<file path="src/feq_pkg.sv">
// feq_pkg: register map, field layout, reset values and carrier types
// of the fir equaliser configuration block.
// assumes a 12-bit apb byte address and 8-bit converter samples.
package feq_pkg;
  localparam logic [11:0] FEQ_ADDR_CONFIG = 12'h400;
  localparam logic [11:0] FEQ_ADDR_STATUS = 12'h404;
  localparam logic [11:0] FEQ_ADDR_COEF_A0 = 12'h418;
  localparam logic [11:0] FEQ_ADDR_COEF_B0 = 12'h440;
  localparam logic [7:0] FEQ_CONFIG_RESET = 8'h00;
  localparam logic [15:0] FEQ_COEF_RESET = 16'h0000;
  localparam int FEQ_SHARE_BIT = 6;
  localparam int FEQ_MERGE_BIT = 5;
  localparam int FEQ_WEIGHT_LSB = 2;
  localparam int FEQ_MODE_LSB = 0;
  localparam logic [1:0] FEQ_MODE_DISABLED = 2'h0;
  localparam logic [1:0] FEQ_MODE_ENABLED = 2'h2;
  localparam logic [2:0] FEQ_WEIGHT_MAX = 3'h6;
  localparam int FEQ_WEIGHT_OFFSET = 16;
  localparam logic signed [14:0] FEQ_SAT_HI = 15'sh007f;
  localparam logic signed [14:0] FEQ_SAT_LO = -15'sh0080;

  typedef struct packed {
    logic spare;
    logic share;
    logic merge;
    logic [2:0] weight;
    logic [1:0] mode;
  } feq_config_type;

  typedef struct packed {
    logic valid;
    logic [7:0] a;
    logic [7:0] b;
  } feq_sample_type;

  typedef struct packed {
    logic pready;
    logic pslverr;
    logic [31:0] prdata;
    feq_config_type cfg;
    logic [15:0] coef_a;
    logic [15:0] coef_b;
    logic [7:0] prev_a;
    logic [7:0] prev_b;
    feq_sample_type out;
  } feq_state_type;
endpackage

</file>
<file path="src/feq_top.sv">
// feq_top: apb register file and two-channel equaliser tap path.
// assumes samples arrive from logic on i_sys_clk and an apb master on the same clock.
//
// Function
// share bit set: channel B filter uses channel A coefficients.
// share bit clear: channel B filter uses its own coefficient set.
// merge bit set: both filters act as one filter on one sample stream.
// software sets merge whenever the converter runs single-channel.
// side weight scales all coefficients except the centre one.
// side coefficient lsb weight is 2^(weight-16); weights 0 to 6.
// side weight resets to 0, lsb 2^-16, finest precision.
// larger weight gives wider coefficient range, coarser precision.
// mode 0 disables (reset), 2 enables, 1 and 3 reserved.
// software programs coefficients before using the filter.
// coefficient A0 register at 0x418, resets to zero.
// while disabled samples pass unmodified, coefficients have no effect.
//
// Our own choice: the APB register port.
`timescale 1ns/1ps
module feq_top
  import feq_pkg::*;
(
  input wire logic i_sys_clk,
  input wire logic i_reset,
  input wire logic i_psel,
  input wire logic i_penable,
  input wire logic i_pwrite,
  input wire logic [11:0] i_paddr,
  input wire logic [31:0] i_pwdata,
  input wire logic [3:0] i_pstrb,
  input wire feq_sample_type i_sample,
  output logic o_pready,
  output logic o_pslverr,
  output logic [31:0] o_prdata,
  output feq_sample_type o_sample
);

  feq_state_type st;
  feq_state_type next_st;
  logic active;
  logic wr_fire;
  logic mapped;
  logic [15:0] coef_b_eff;
  logic [7:0] prev_for_a;
  logic [7:0] prev_for_b;

  // one tap around a unity centre: x + side term, saturated to 8 bits
  function automatic logic [7:0] fir_tap(input logic [7:0] x, input logic [7:0] xp,
                                         input logic [15:0] c, input logic [2:0] w);
    logic signed [29:0] prod;
    logic signed [29:0] scaled;
    logic signed [13:0] side;
    logic signed [14:0] sum;
    logic [2:0] wc;
    wc = (w > FEQ_WEIGHT_MAX) ? FEQ_WEIGHT_MAX : w; // reserved weights clamp to 6
    prod = 30'(signed'(xp)) * 30'(signed'(c));
    scaled = prod <<< wc;
    side = 14'(scaled >>> FEQ_WEIGHT_OFFSET);
    sum = 15'(signed'(x)) + 15'(side); // centre tap stays unscaled
    if (sum > FEQ_SAT_HI) begin
      fir_tap = 8'(FEQ_SAT_HI);
    end else if (sum < FEQ_SAT_LO) begin
      fir_tap = 8'(FEQ_SAT_LO);
    end else begin
      fir_tap = 8'(sum);
    end
  endfunction

  // decode and tap selection
  always_comb begin
    active = (st.cfg.mode == FEQ_MODE_ENABLED);
    coef_b_eff = st.cfg.share ? st.coef_a : st.coef_b;
    // merged: A and B are consecutive samples of one stream, A first
    prev_for_a = st.prev_b;
    prev_for_b = st.cfg.merge ? i_sample.a : st.prev_b;
    if (!st.cfg.merge) begin
      prev_for_a = st.prev_a;
    end
    wr_fire = i_psel && i_penable && st.pready && i_pwrite;
    mapped = (i_paddr == FEQ_ADDR_CONFIG) || (i_paddr == FEQ_ADDR_STATUS) ||
             (i_paddr == FEQ_ADDR_COEF_A0) || (i_paddr == FEQ_ADDR_COEF_B0);
  end

  // next state: apb slave with one access cycle, then the sample path
  always_comb begin
    next_st = st;
    // pready rises in the access cycle, so read data can come from a flop
    next_st.pready = i_psel && !i_penable;
    next_st.pslverr = i_psel && !i_penable && !mapped;
    if (i_psel && !i_penable) begin
      next_st.prdata = 32'h0000_0000;
      case (i_paddr)
        FEQ_ADDR_CONFIG: next_st.prdata = {24'h00_0000, st.cfg};
        FEQ_ADDR_STATUS: next_st.prdata = {29'h0000_0000, st.cfg.share, st.cfg.merge, active};
        FEQ_ADDR_COEF_A0: next_st.prdata = {16'h0000, st.coef_a};
        FEQ_ADDR_COEF_B0: next_st.prdata = {16'h0000, st.coef_b};
        default: next_st.prdata = 32'h0000_0000;
      endcase
    end
    // writes land on the completing edge only; status is read-only
    if (wr_fire) begin
      case (i_paddr)
        FEQ_ADDR_CONFIG: begin
          if (i_pstrb[0]) begin
            next_st.cfg = i_pwdata[7:0];
          end
        end
        FEQ_ADDR_COEF_A0: begin
          if (i_pstrb[0]) begin
            next_st.coef_a[7:0] = i_pwdata[7:0];
          end
          if (i_pstrb[1]) begin
            next_st.coef_a[15:8] = i_pwdata[15:8];
          end
        end
        FEQ_ADDR_COEF_B0: begin
          if (i_pstrb[0]) begin
            next_st.coef_b[7:0] = i_pwdata[7:0];
          end
          if (i_pstrb[1]) begin
            next_st.coef_b[15:8] = i_pwdata[15:8];
          end
        end
        default: next_st.cfg = st.cfg;
      endcase
    end
    // sample path: history advances on every valid pair
    next_st.out.valid = i_sample.valid;
    if (i_sample.valid) begin
      next_st.prev_a = i_sample.a;
      next_st.prev_b = i_sample.b;
      if (active) begin
        next_st.out.a = fir_tap(i_sample.a, prev_for_a, st.coef_a, st.cfg.weight);
        next_st.out.b = fir_tap(i_sample.b, prev_for_b, coef_b_eff, st.cfg.weight);
      end else begin
        next_st.out.a = i_sample.a;
        next_st.out.b = i_sample.b;
      end
    end
    if (i_reset) begin
      next_st = '0;
      next_st.cfg = FEQ_CONFIG_RESET;
      next_st.coef_a = FEQ_COEF_RESET;
      next_st.coef_b = FEQ_COEF_RESET;
    end
  end

  // single state register; reset is folded into next_st
  always_ff @(posedge i_sys_clk) begin
    st <= next_st;
  end

  assign o_pready = st.pready;
  assign o_pslverr = st.pslverr;
  assign o_prdata = st.prdata;
  assign o_sample = st.out;

  property p_reset_values;
    @(posedge i_sys_clk) i_reset |=> (st.cfg.weight == 3'h0) && (st.cfg.mode == 2'h0)
      && (st.coef_a == 16'h0000);
  endproperty
  a_reset_values: assert property (p_reset_values) else $error("reset values wrong");

  property p_coef_a_write;
    @(posedge i_sys_clk) disable iff (i_reset)
      (wr_fire && i_paddr == FEQ_ADDR_COEF_A0 && i_pstrb[1:0] == 2'h3)
      |=> st.coef_a == $past(i_pwdata[15:0]);
  endproperty
  a_coef_a_write: assert property (p_coef_a_write) else $error("coef A0 not written");

  property p_disabled_pass;
    @(posedge i_sys_clk) disable iff (i_reset)
      (i_sample.valid && st.cfg.mode != FEQ_MODE_ENABLED)
      |=> o_sample.valid && o_sample.a == $past(i_sample.a) && o_sample.b == $past(i_sample.b);
  endproperty
  a_disabled_pass: assert property (p_disabled_pass) else $error("disabled path altered");

  property p_shared_equal;
    @(posedge i_sys_clk) disable iff (i_reset)
      (i_sample.valid && active && st.cfg.share && !st.cfg.merge
       && i_sample.a == i_sample.b && st.prev_a == st.prev_b)
      |=> o_sample.a == o_sample.b;
  endproperty
  a_shared_equal: assert property (p_shared_equal) else $error("shared coefs differ");

  property p_own_set;
    @(posedge i_sys_clk) disable iff (i_reset)
      (i_sample.valid && active && !st.cfg.share && !st.cfg.merge && st.prev_b == 8'h01
       && st.coef_b == 16'h4000 && st.cfg.weight == 3'h2 && $signed(i_sample.b) < 8'sh7f)
      |=> o_sample.b == 8'($past(i_sample.b) + 8'h01);
  endproperty
  a_own_set: assert property (p_own_set) else $error("B not on own coefs");

  property p_merged;
    @(posedge i_sys_clk) disable iff (i_reset)
      (i_sample.valid && active && st.cfg.merge && !st.cfg.share && i_sample.a == 8'h01
       && st.coef_b == 16'h4000 && st.cfg.weight == 3'h2 && $signed(i_sample.b) < 8'sh7f)
      |=> o_sample.b == 8'($past(i_sample.b) + 8'h01);
  endproperty
  a_merged: assert property (p_merged) else $error("merged stream wrong");

  property p_centre_unscaled;
    @(posedge i_sys_clk) disable iff (i_reset)
      (i_sample.valid && active && !st.cfg.merge && st.coef_a == 16'h0000)
      |=> o_sample.a == $past(i_sample.a);
  endproperty
  a_centre_unscaled: assert property (p_centre_unscaled) else $error("centre scaled");

  property p_weight_step;
    @(posedge i_sys_clk) disable iff (i_reset)
      (i_sample.valid && active && !st.cfg.merge && st.prev_a == 8'h01
       && st.coef_a == 16'h4000 && st.cfg.weight == 3'h2 && $signed(i_sample.a) < 8'sh7f)
      |=> o_sample.a == 8'($past(i_sample.a) + 8'h01);
  endproperty
  a_weight_step: assert property (p_weight_step) else $error("side weight wrong");

  property p_apb_answer;
    @(posedge i_sys_clk) disable iff (i_reset)
      (i_psel && !i_penable) |=> o_pready && (o_pslverr == !$past(mapped));
  endproperty
  a_apb_answer: assert property (p_apb_answer) else $error("apb answer wrong");

  // apb answer: one cycle only, never unasked, error only beside ready
  property p_ready_once;
    @(posedge i_sys_clk) disable iff (i_reset)
      o_pready |=> !o_pready;
  endproperty
  a_ready_once: assert property (p_ready_once) else $error("pready held too long");

  property p_ready_unasked;
    @(posedge i_sys_clk) disable iff (i_reset)
      !i_psel |=> !o_pready && !o_pslverr;
  endproperty
  a_ready_unasked: assert property (p_ready_unasked) else $error("pready without select");

  property p_err_with_ready;
    @(posedge i_sys_clk) disable iff (i_reset)
      o_pslverr |-> o_pready;
  endproperty
  a_err_with_ready: assert property (p_err_with_ready) else $error("pslverr without pready");

  property p_unmapped_read;
    @(posedge i_sys_clk) disable iff (i_reset)
      (i_psel && !i_penable && !mapped) |=> o_prdata == 32'h0000_0000;
  endproperty
  a_unmapped_read: assert property (p_unmapped_read) else $error("unmapped read not zero");

  // register file: a read shows the stored value, a write lands on the completing edge
  property p_config_read;
    @(posedge i_sys_clk) disable iff (i_reset)
      (i_psel && !i_penable && i_paddr == FEQ_ADDR_CONFIG)
      |=> o_prdata == {24'h00_0000, st.cfg};
  endproperty
  a_config_read: assert property (p_config_read) else $error("config read wrong");

  property p_config_write;
    @(posedge i_sys_clk) disable iff (i_reset)
      (wr_fire && i_paddr == FEQ_ADDR_CONFIG && i_pstrb[0])
      |=> st.cfg == $past(i_pwdata[7:0]);
  endproperty
  a_config_write: assert property (p_config_write) else $error("config not written");

  property p_status_read;
    @(posedge i_sys_clk) disable iff (i_reset)
      (i_psel && !i_penable && i_paddr == FEQ_ADDR_STATUS)
      |=> o_prdata == {29'h0000_0000, st.cfg.share, st.cfg.merge, (st.cfg.mode == FEQ_MODE_ENABLED)};
  endproperty
  a_status_read: assert property (p_status_read) else $error("status read wrong");

  property p_coef_a_read;
    @(posedge i_sys_clk) disable iff (i_reset)
      (i_psel && !i_penable && i_paddr == FEQ_ADDR_COEF_A0)
      |=> o_prdata == {16'h0000, st.coef_a};
  endproperty
  a_coef_a_read: assert property (p_coef_a_read) else $error("coef A0 read wrong");

  property p_coef_b_write;
    @(posedge i_sys_clk) disable iff (i_reset)
      (wr_fire && i_paddr == FEQ_ADDR_COEF_B0 && i_pstrb[1:0] == 2'h3)
      |=> st.coef_b == $past(i_pwdata[15:0]);
  endproperty
  a_coef_b_write: assert property (p_coef_b_write) else $error("coef B0 not written");

  // status and unmapped writes must leave every register alone
  property p_write_refused;
    @(posedge i_sys_clk) disable iff (i_reset)
      (wr_fire && (i_paddr == FEQ_ADDR_STATUS || !mapped))
      |=> $stable(st.cfg) && $stable(st.coef_a) && $stable(st.coef_b);
  endproperty
  a_write_refused: assert property (p_write_refused) else $error("refused write landed");

  // sample path: fixed one-cycle latency, output held between pairs
  property p_valid_follow;
    @(posedge i_sys_clk) disable iff (i_reset)
      i_sample.valid |=> o_sample.valid;
  endproperty
  a_valid_follow: assert property (p_valid_follow) else $error("output valid missing");

  property p_idle_hold;
    @(posedge i_sys_clk) disable iff (i_reset)
      !i_sample.valid |=> !o_sample.valid && $stable(o_sample.a) && $stable(o_sample.b);
  endproperty
  a_idle_hold: assert property (p_idle_hold) else $error("idle output moved");

  property p_history;
    @(posedge i_sys_clk) disable iff (i_reset)
      i_sample.valid |=> st.prev_a == $past(i_sample.a) && st.prev_b == $past(i_sample.b);
  endproperty
  a_history: assert property (p_history) else $error("sample history lost");
endmodule

</file>
<file path="config.mk">
export PLATFORM = sky130hd
export DESIGN_NAME = feq_top
export DESIGN_NICKNAME = d
export VERILOG_FILES = /design/src/feq_pkg.sv /design/src/feq_top.sv
export SDC_FILE = /design/constraint.sdc
export NUM_CORES = 1
export LEC_CHECK = 0
export ABC_AREA = 0
export BUFFER_PORTS_ARGS = -buffer_cell sky130_fd_sc_hd__buf_2
export CAP_MARGIN = 20
export CELL_PAD_IN_SITES_DETAIL_PLACEMENT = 1
export CELL_PAD_IN_SITES_GLOBAL_PLACEMENT = 2
export CORE_MARGIN = 2
export CORE_UTILIZATION = 39
export DETAILED_ROUTE_END_ITERATION = 6
export PLACE_DENSITY_LB_ADDON = 0.3
export SYNTH_ARGS = -nofsm -noshare
export SYNTH_HDL_FRONTEND = slang
export SYNTH_SLANG_ARGS = --single-unit
</file>
<file path="constraint.sdc">
create_clock -name i_sys_clk -period 13.9 [get_ports i_sys_clk]
set_input_delay 3.475 -clock i_sys_clk [delete_from_list [all_inputs] [get_ports i_sys_clk]]
set_output_delay 3.475 -clock i_sys_clk [all_outputs]
set_load 0.1 [all_outputs]
</file>
After elaboration in Yosys (flattened, before gate mapping)
Index checks and enable logic that the tools add are counted.

word-level totals
  register bits after elaboration = 107
  input bits = 70
  output and inout port bits = 51
  logic and storage cells = 58

operators by class
  $add $sub $neg = 2
  $mul = 2
  order comparisons = 5
  equal/unequal tests = 5
  shift-type cells = 2
  muxes and demuxes = 10
  reductions and logical operators = 15

operators by type and width
  kind                                                            number
  case mux 16 bit (4 select lines)                                1
  <<< shifter 24 x 3 -> 30 bit                                    2
  equality test 12 x 11 -> 1 bit, second input constant           4
  multiplier 8 x 16 -> 24 bit                                     2
  two-way mux 8 bit                                               6
  two-way mux 16 bit                                              2
  adder 8 x 14 -> 15 bit                                          2
  greater-than comparator 15 x 8 -> 1 bit, second input constant  2
  < comparator 15 x 8 -> 1 bit, second input constant             2
  AND reduction 3 bit                                             5
  logical AND 1 bit                                               5
  greater-than comparator 3 bit, second input constant            1
  logical OR 1 bit                                                3
  two-way mux 3 bit                                               1
  equality test 2 bit, second input constant                      1
  zero test 1 bit                                                 2

Logic depth before layout (Yosys ltp)
  depth in word-level cells = 8
  depth in mapped cells = 36
  depth with buffers taken out = 32

Worst setup path before layout
No wires, ideal clock.

  path kind = input to register
  start = input i_sample[14] (netlist bit)
  end = register st (netlist bit o_sample[6])
  arrival time = 10.697 ns
  required time = 13.768 ns
  path slack = 3.071 ns
  stages on the path = 31
  buffers on the path = 2
  cell sequence = mux2i_1 > clkbuf_1 > nor2_1 > fa_1 > fa_1 > fa_1 > inv_1 > fa_1 > inv_1 > ha_1 > clkbuf_1 > nand3_1 > o31ai_4 > nand3_1 > a21oi_1 > o31a_1 > mux2_2 > a21oi_1 > o21ai_0 > ha_1 > inv_1 > fa_1 > and2b_1 > o2111a_1 > nor3_1 > or2_2 > a311o_1 > nor4_1 > a31oi_1 > a221oi_1 > nor3_1

between the ends
  cells in the longest elaborated chain, start to end = 8
  elaborated cells on any way between the ends = 9
  classes of those cells = add/sub (1); mul (1); order compare (2); shift (1); mux (4)

ends and longest elaborated chain
  what                              RTL line        text
  start, declared                   feq_top.sv:31   input wire feq_sample_type i_sample,
  two-way mux 8 bit (*)             feq_top.sv:75   prev_for_b = st.cfg.merge ? i_sample.a : st.prev_b;
  multiplier 8 x 16 -> 24 bit (*)   feq_top.sv:56   prod = 30'(signed'(xp)) * 30'(signed'(c));
  <<< shifter 24 x 3 -> 30 bit (*)  feq_top.sv:57   scaled = prod <<< wc;
  adder 8 x 14 -> 15 bit (*)        feq_top.sv:59   sum = 15'(signed'(x)) + 15'(side);
  < comparator 15 x 8 -> 1 bit      feq_top.sv:62   end else if (sum < FEQ_SAT_LO) begin
  two-way mux 8 bit                 feq_top.sv:62
  two-way mux 8 bit (*)             feq_top.sv:60   if (sum > FEQ_SAT_HI) begin
  two-way mux 16 bit (*)            feq_top.sv:132  if (active) begin
  end signal, assigned              feq_top.sv:150  st <= next_st;
  end, declared                     feq_top.sv:38   feq_state_type st;

Mark *: on every way between the ends. The rest lies on a longest branch, timed or not.
A chain may end at the register's enable or synchronous reset.

Worst setup path in the final report
  start = input i_sample[12] (netlist bit)
  end = register st (netlist bit o_sample[6])

Same word-level chain as after synthesis.

==> run metrics <==
status finished, final reports clean; worst-margin pin slew 1.08 ns; post-route setup TNS 0 ns; P_leak 7.86 nW; fill cell count 4827; Clock Power Share 33.0%; max-slew violation count 0; post-synthesis adder-cell area fraction between 30% and 40%; dominant cell type by area after synthesis fa_1; first-pass GRT wire length 75200 µm; Req. time, crit path 14.13 ns; critical path peak fanout 12; die width 206 µm; Slew headroom 28.2%; post-route cell area 16700 µm²; number of buffers created by CTS 9; Clock Path Buffers 2; Post-CTS Repair Setup Buffers 0; worst-skew pair later-pin latency 0.37 ns; setup ws final 2.17 ns; largest family of logic cells by synthesized area adder cells; count of clock tree sinks 91; Initial Util between 30% and 40%; GRT Util Overall 22.5%; mapped cell area 15800 µm²; Worst-path clk slew 0.07 ns; initial antenna violation count 0; Synth warnings 0; RSZ-0062 raised after global routing no; post-synth top area share 25.8%; CTS tree done; DRT Pass-1 Iters 7; register area between 1500 and 2000 µm²; synth unique cells 82; Int Pwr between 0.0004 and 0.0005 W; final hold violation count 0; Area Growth Syn to Fin 5.54%; Buffers on Ports 86; htree depth 3; clk root buf clkbuf_16; Post-synth ARST share 0%; largest net degree at the start of global routing 54; WS Path Type input pin to flop; Seq cells post-synth 91; share of cells above drive strength 1 under 10%; slowest CP cell mux2i_2; drt wl/cell 18.9 µm; Max VDD drop 61.9 µV; Compound-Gate Fraction of Synth Area 12.8%; Mapped Cells roughly 1900; DR DRC count 0; overall via count from detail_route 13000; Post-CTS Resized 0; most numerous cell in the Yosys netlist inv_1; Synth area leaders fa_1, dfxtp_1, ha_1; most common library cells after synthesis inv_1, nor2_1, fa_1; final setup vio count 0; class of the worst hold path flop to flop; switch share between 30% and 40%; Gate power share ~33%; sequential share of the synthesized area 11.5%; Placed Area 16400 µm²; multiplexer share of the synthesized area 8.08%; WL final 45800 µm; Synth Area in Simple Gates 18.3%; die area ~42000 µm²; core area approximately 40000 µm²; Setup WS pre-CTS 1.72 ns; Pwr Density 49.1 nW/µm²; vias per inst between 5 and 6; switching pwr 0.000324 W; Antenna diodes 0; Die Y 206 µm; # rows 73; Post-synth EDFFs 0; period utilization 84.4%; Top FF cell, synth dfxtp_1; fin util between 40% and 50%; endpoint class of the critical path flop; routability cong. 0.792; Final nets 2282; Routed Antenna Nets 0; crit start category input pin; number of global-route vias before repair 13800; clk_skew 0.00937 ns; cts hold-fix bufs 0; Worst Path Arrival 11.97 ns; IO Count 121; critical path's most frequent cell fa_1; DRT iter0 DRCs 490; HPWL after DPL 36900 µm; max_cap viols 0; gr ovfl total 0; Post-Synth XOR/XNOR Area 3.09%; Tmin final 11.73 ns; Syn Area/Cell 8.38 µm²; sequential power share 33.6%; CP max stage delay 0.78 ns; Highest Clock Rate 0.0852 GHz; Multi-input gate area 12300 µm²
-- per-stage QoR --
stage                     hold WS [ns]  std cells  power (W)
after floorplan                  0.432       1905   0.000500
after global placement           0.443       2404   0.000551
after detailed placement         0.453       2404   0.000556
after CTS                        0.471       2420   0.000827
after global routing             0.494       2421   0.000861
final                            0.464       2421   0.000822
-- power by group through the flow --
stage                     registers, W  logic [W]  clock network (W)
after floorplan               0.000282   0.000218                  0
after global placement        0.000282   0.000269                  0
after detailed placement      0.000282   0.000274                  0
after CTS                     0.000276   0.000276           0.000275
after global routing          0.000277   0.000299           0.000284
final                         0.000276   0.000274           0.000271
-- flip-flops by register name, indices dropped and copies added (netlist names) --
register	count
o_pslverr	1
st	56
o_pready	1
o_sample	17
o_prdata	16
-- worst max-delay path: cells and delay by family --
kind | cells | cell delay [ns]
compound gates | 9 | 2.39
fa+ha+maj | 7 | 3.24
buf+inv | 4 | 0.35
mux | 2 | 0.95
simple gates | 8 | 1.53
-- cell usage in the layout, fill, tap and decap left out, types with 15 or more instances in the layout --
cell,netlist,layout
ha_1,117,117
a221oi_1,15,15
mux2_2,15,15
fa_1,204,204
nor2b_1,73,73
and2_1,36,36
buf_4,53,26
buf_2,4,86
or2_2,21,21
a211oi_1,15,15
a21oi_1,63,63
nand3_1,21,21
dfxtp_1,91,91
nand2_1,96,96
o211ai_1,21,21
a21o_1,17,17
xnor2_1,42,42
nand2b_1,24,24
inv_1,258,258
nor2_1,232,232
mux2i_1,111,110
nor3_1,35,35
or3_1,17,17
o21ai_0,75,75
conb_1,1,16
-- area by class of cell --
type | instances | share of cell area [%]
multi-input cells | 1417 | 73.7
flip-flops and latches | 91 | 10.9
inverters | 259 | 5.81
well taps | 525 | 3.93
repair buffers | 113 | 3.83
clock buffers | 11 | 1.45
clock inverters | 5 | 0.397
-- path summary, 6_finish.rpt --
check	end	depth (start not counted)	from	slack (ns)
max	o_sample[6]	30	i_sample[12]	2.17
min	o_sample[7]	2	o_sample[7]	0.46
max reg2reg	o_sample[6]	30	st[71]	4.47
min reg2reg	o_sample[7]	2	o_sample[7]	0.46
-- cells by family (layout without fill, tap and decap cells) --
group	count (synthesis)	in the layout
compound gates	303	303
mux	126	126
flops	91	91
other cells	1	16
xor+xnor	55	55
fa+ha+maj	321	321
simple gates	596	596
buf+inv	397	388
-- metal layers --
layer | vias to the layer above | track usage [%] | wire (µm)
met5 | - | 0 | 0
met3 | 24 | 2.30 | 1270
met2 | 192 | 37.6 | 21200
li1 | 6144 | - | -
met1 | 6608 | 32.2 | 22900
met4 | 0 | 2.54 | 420
No activity file was read; power rests on OpenSTA's default activity.
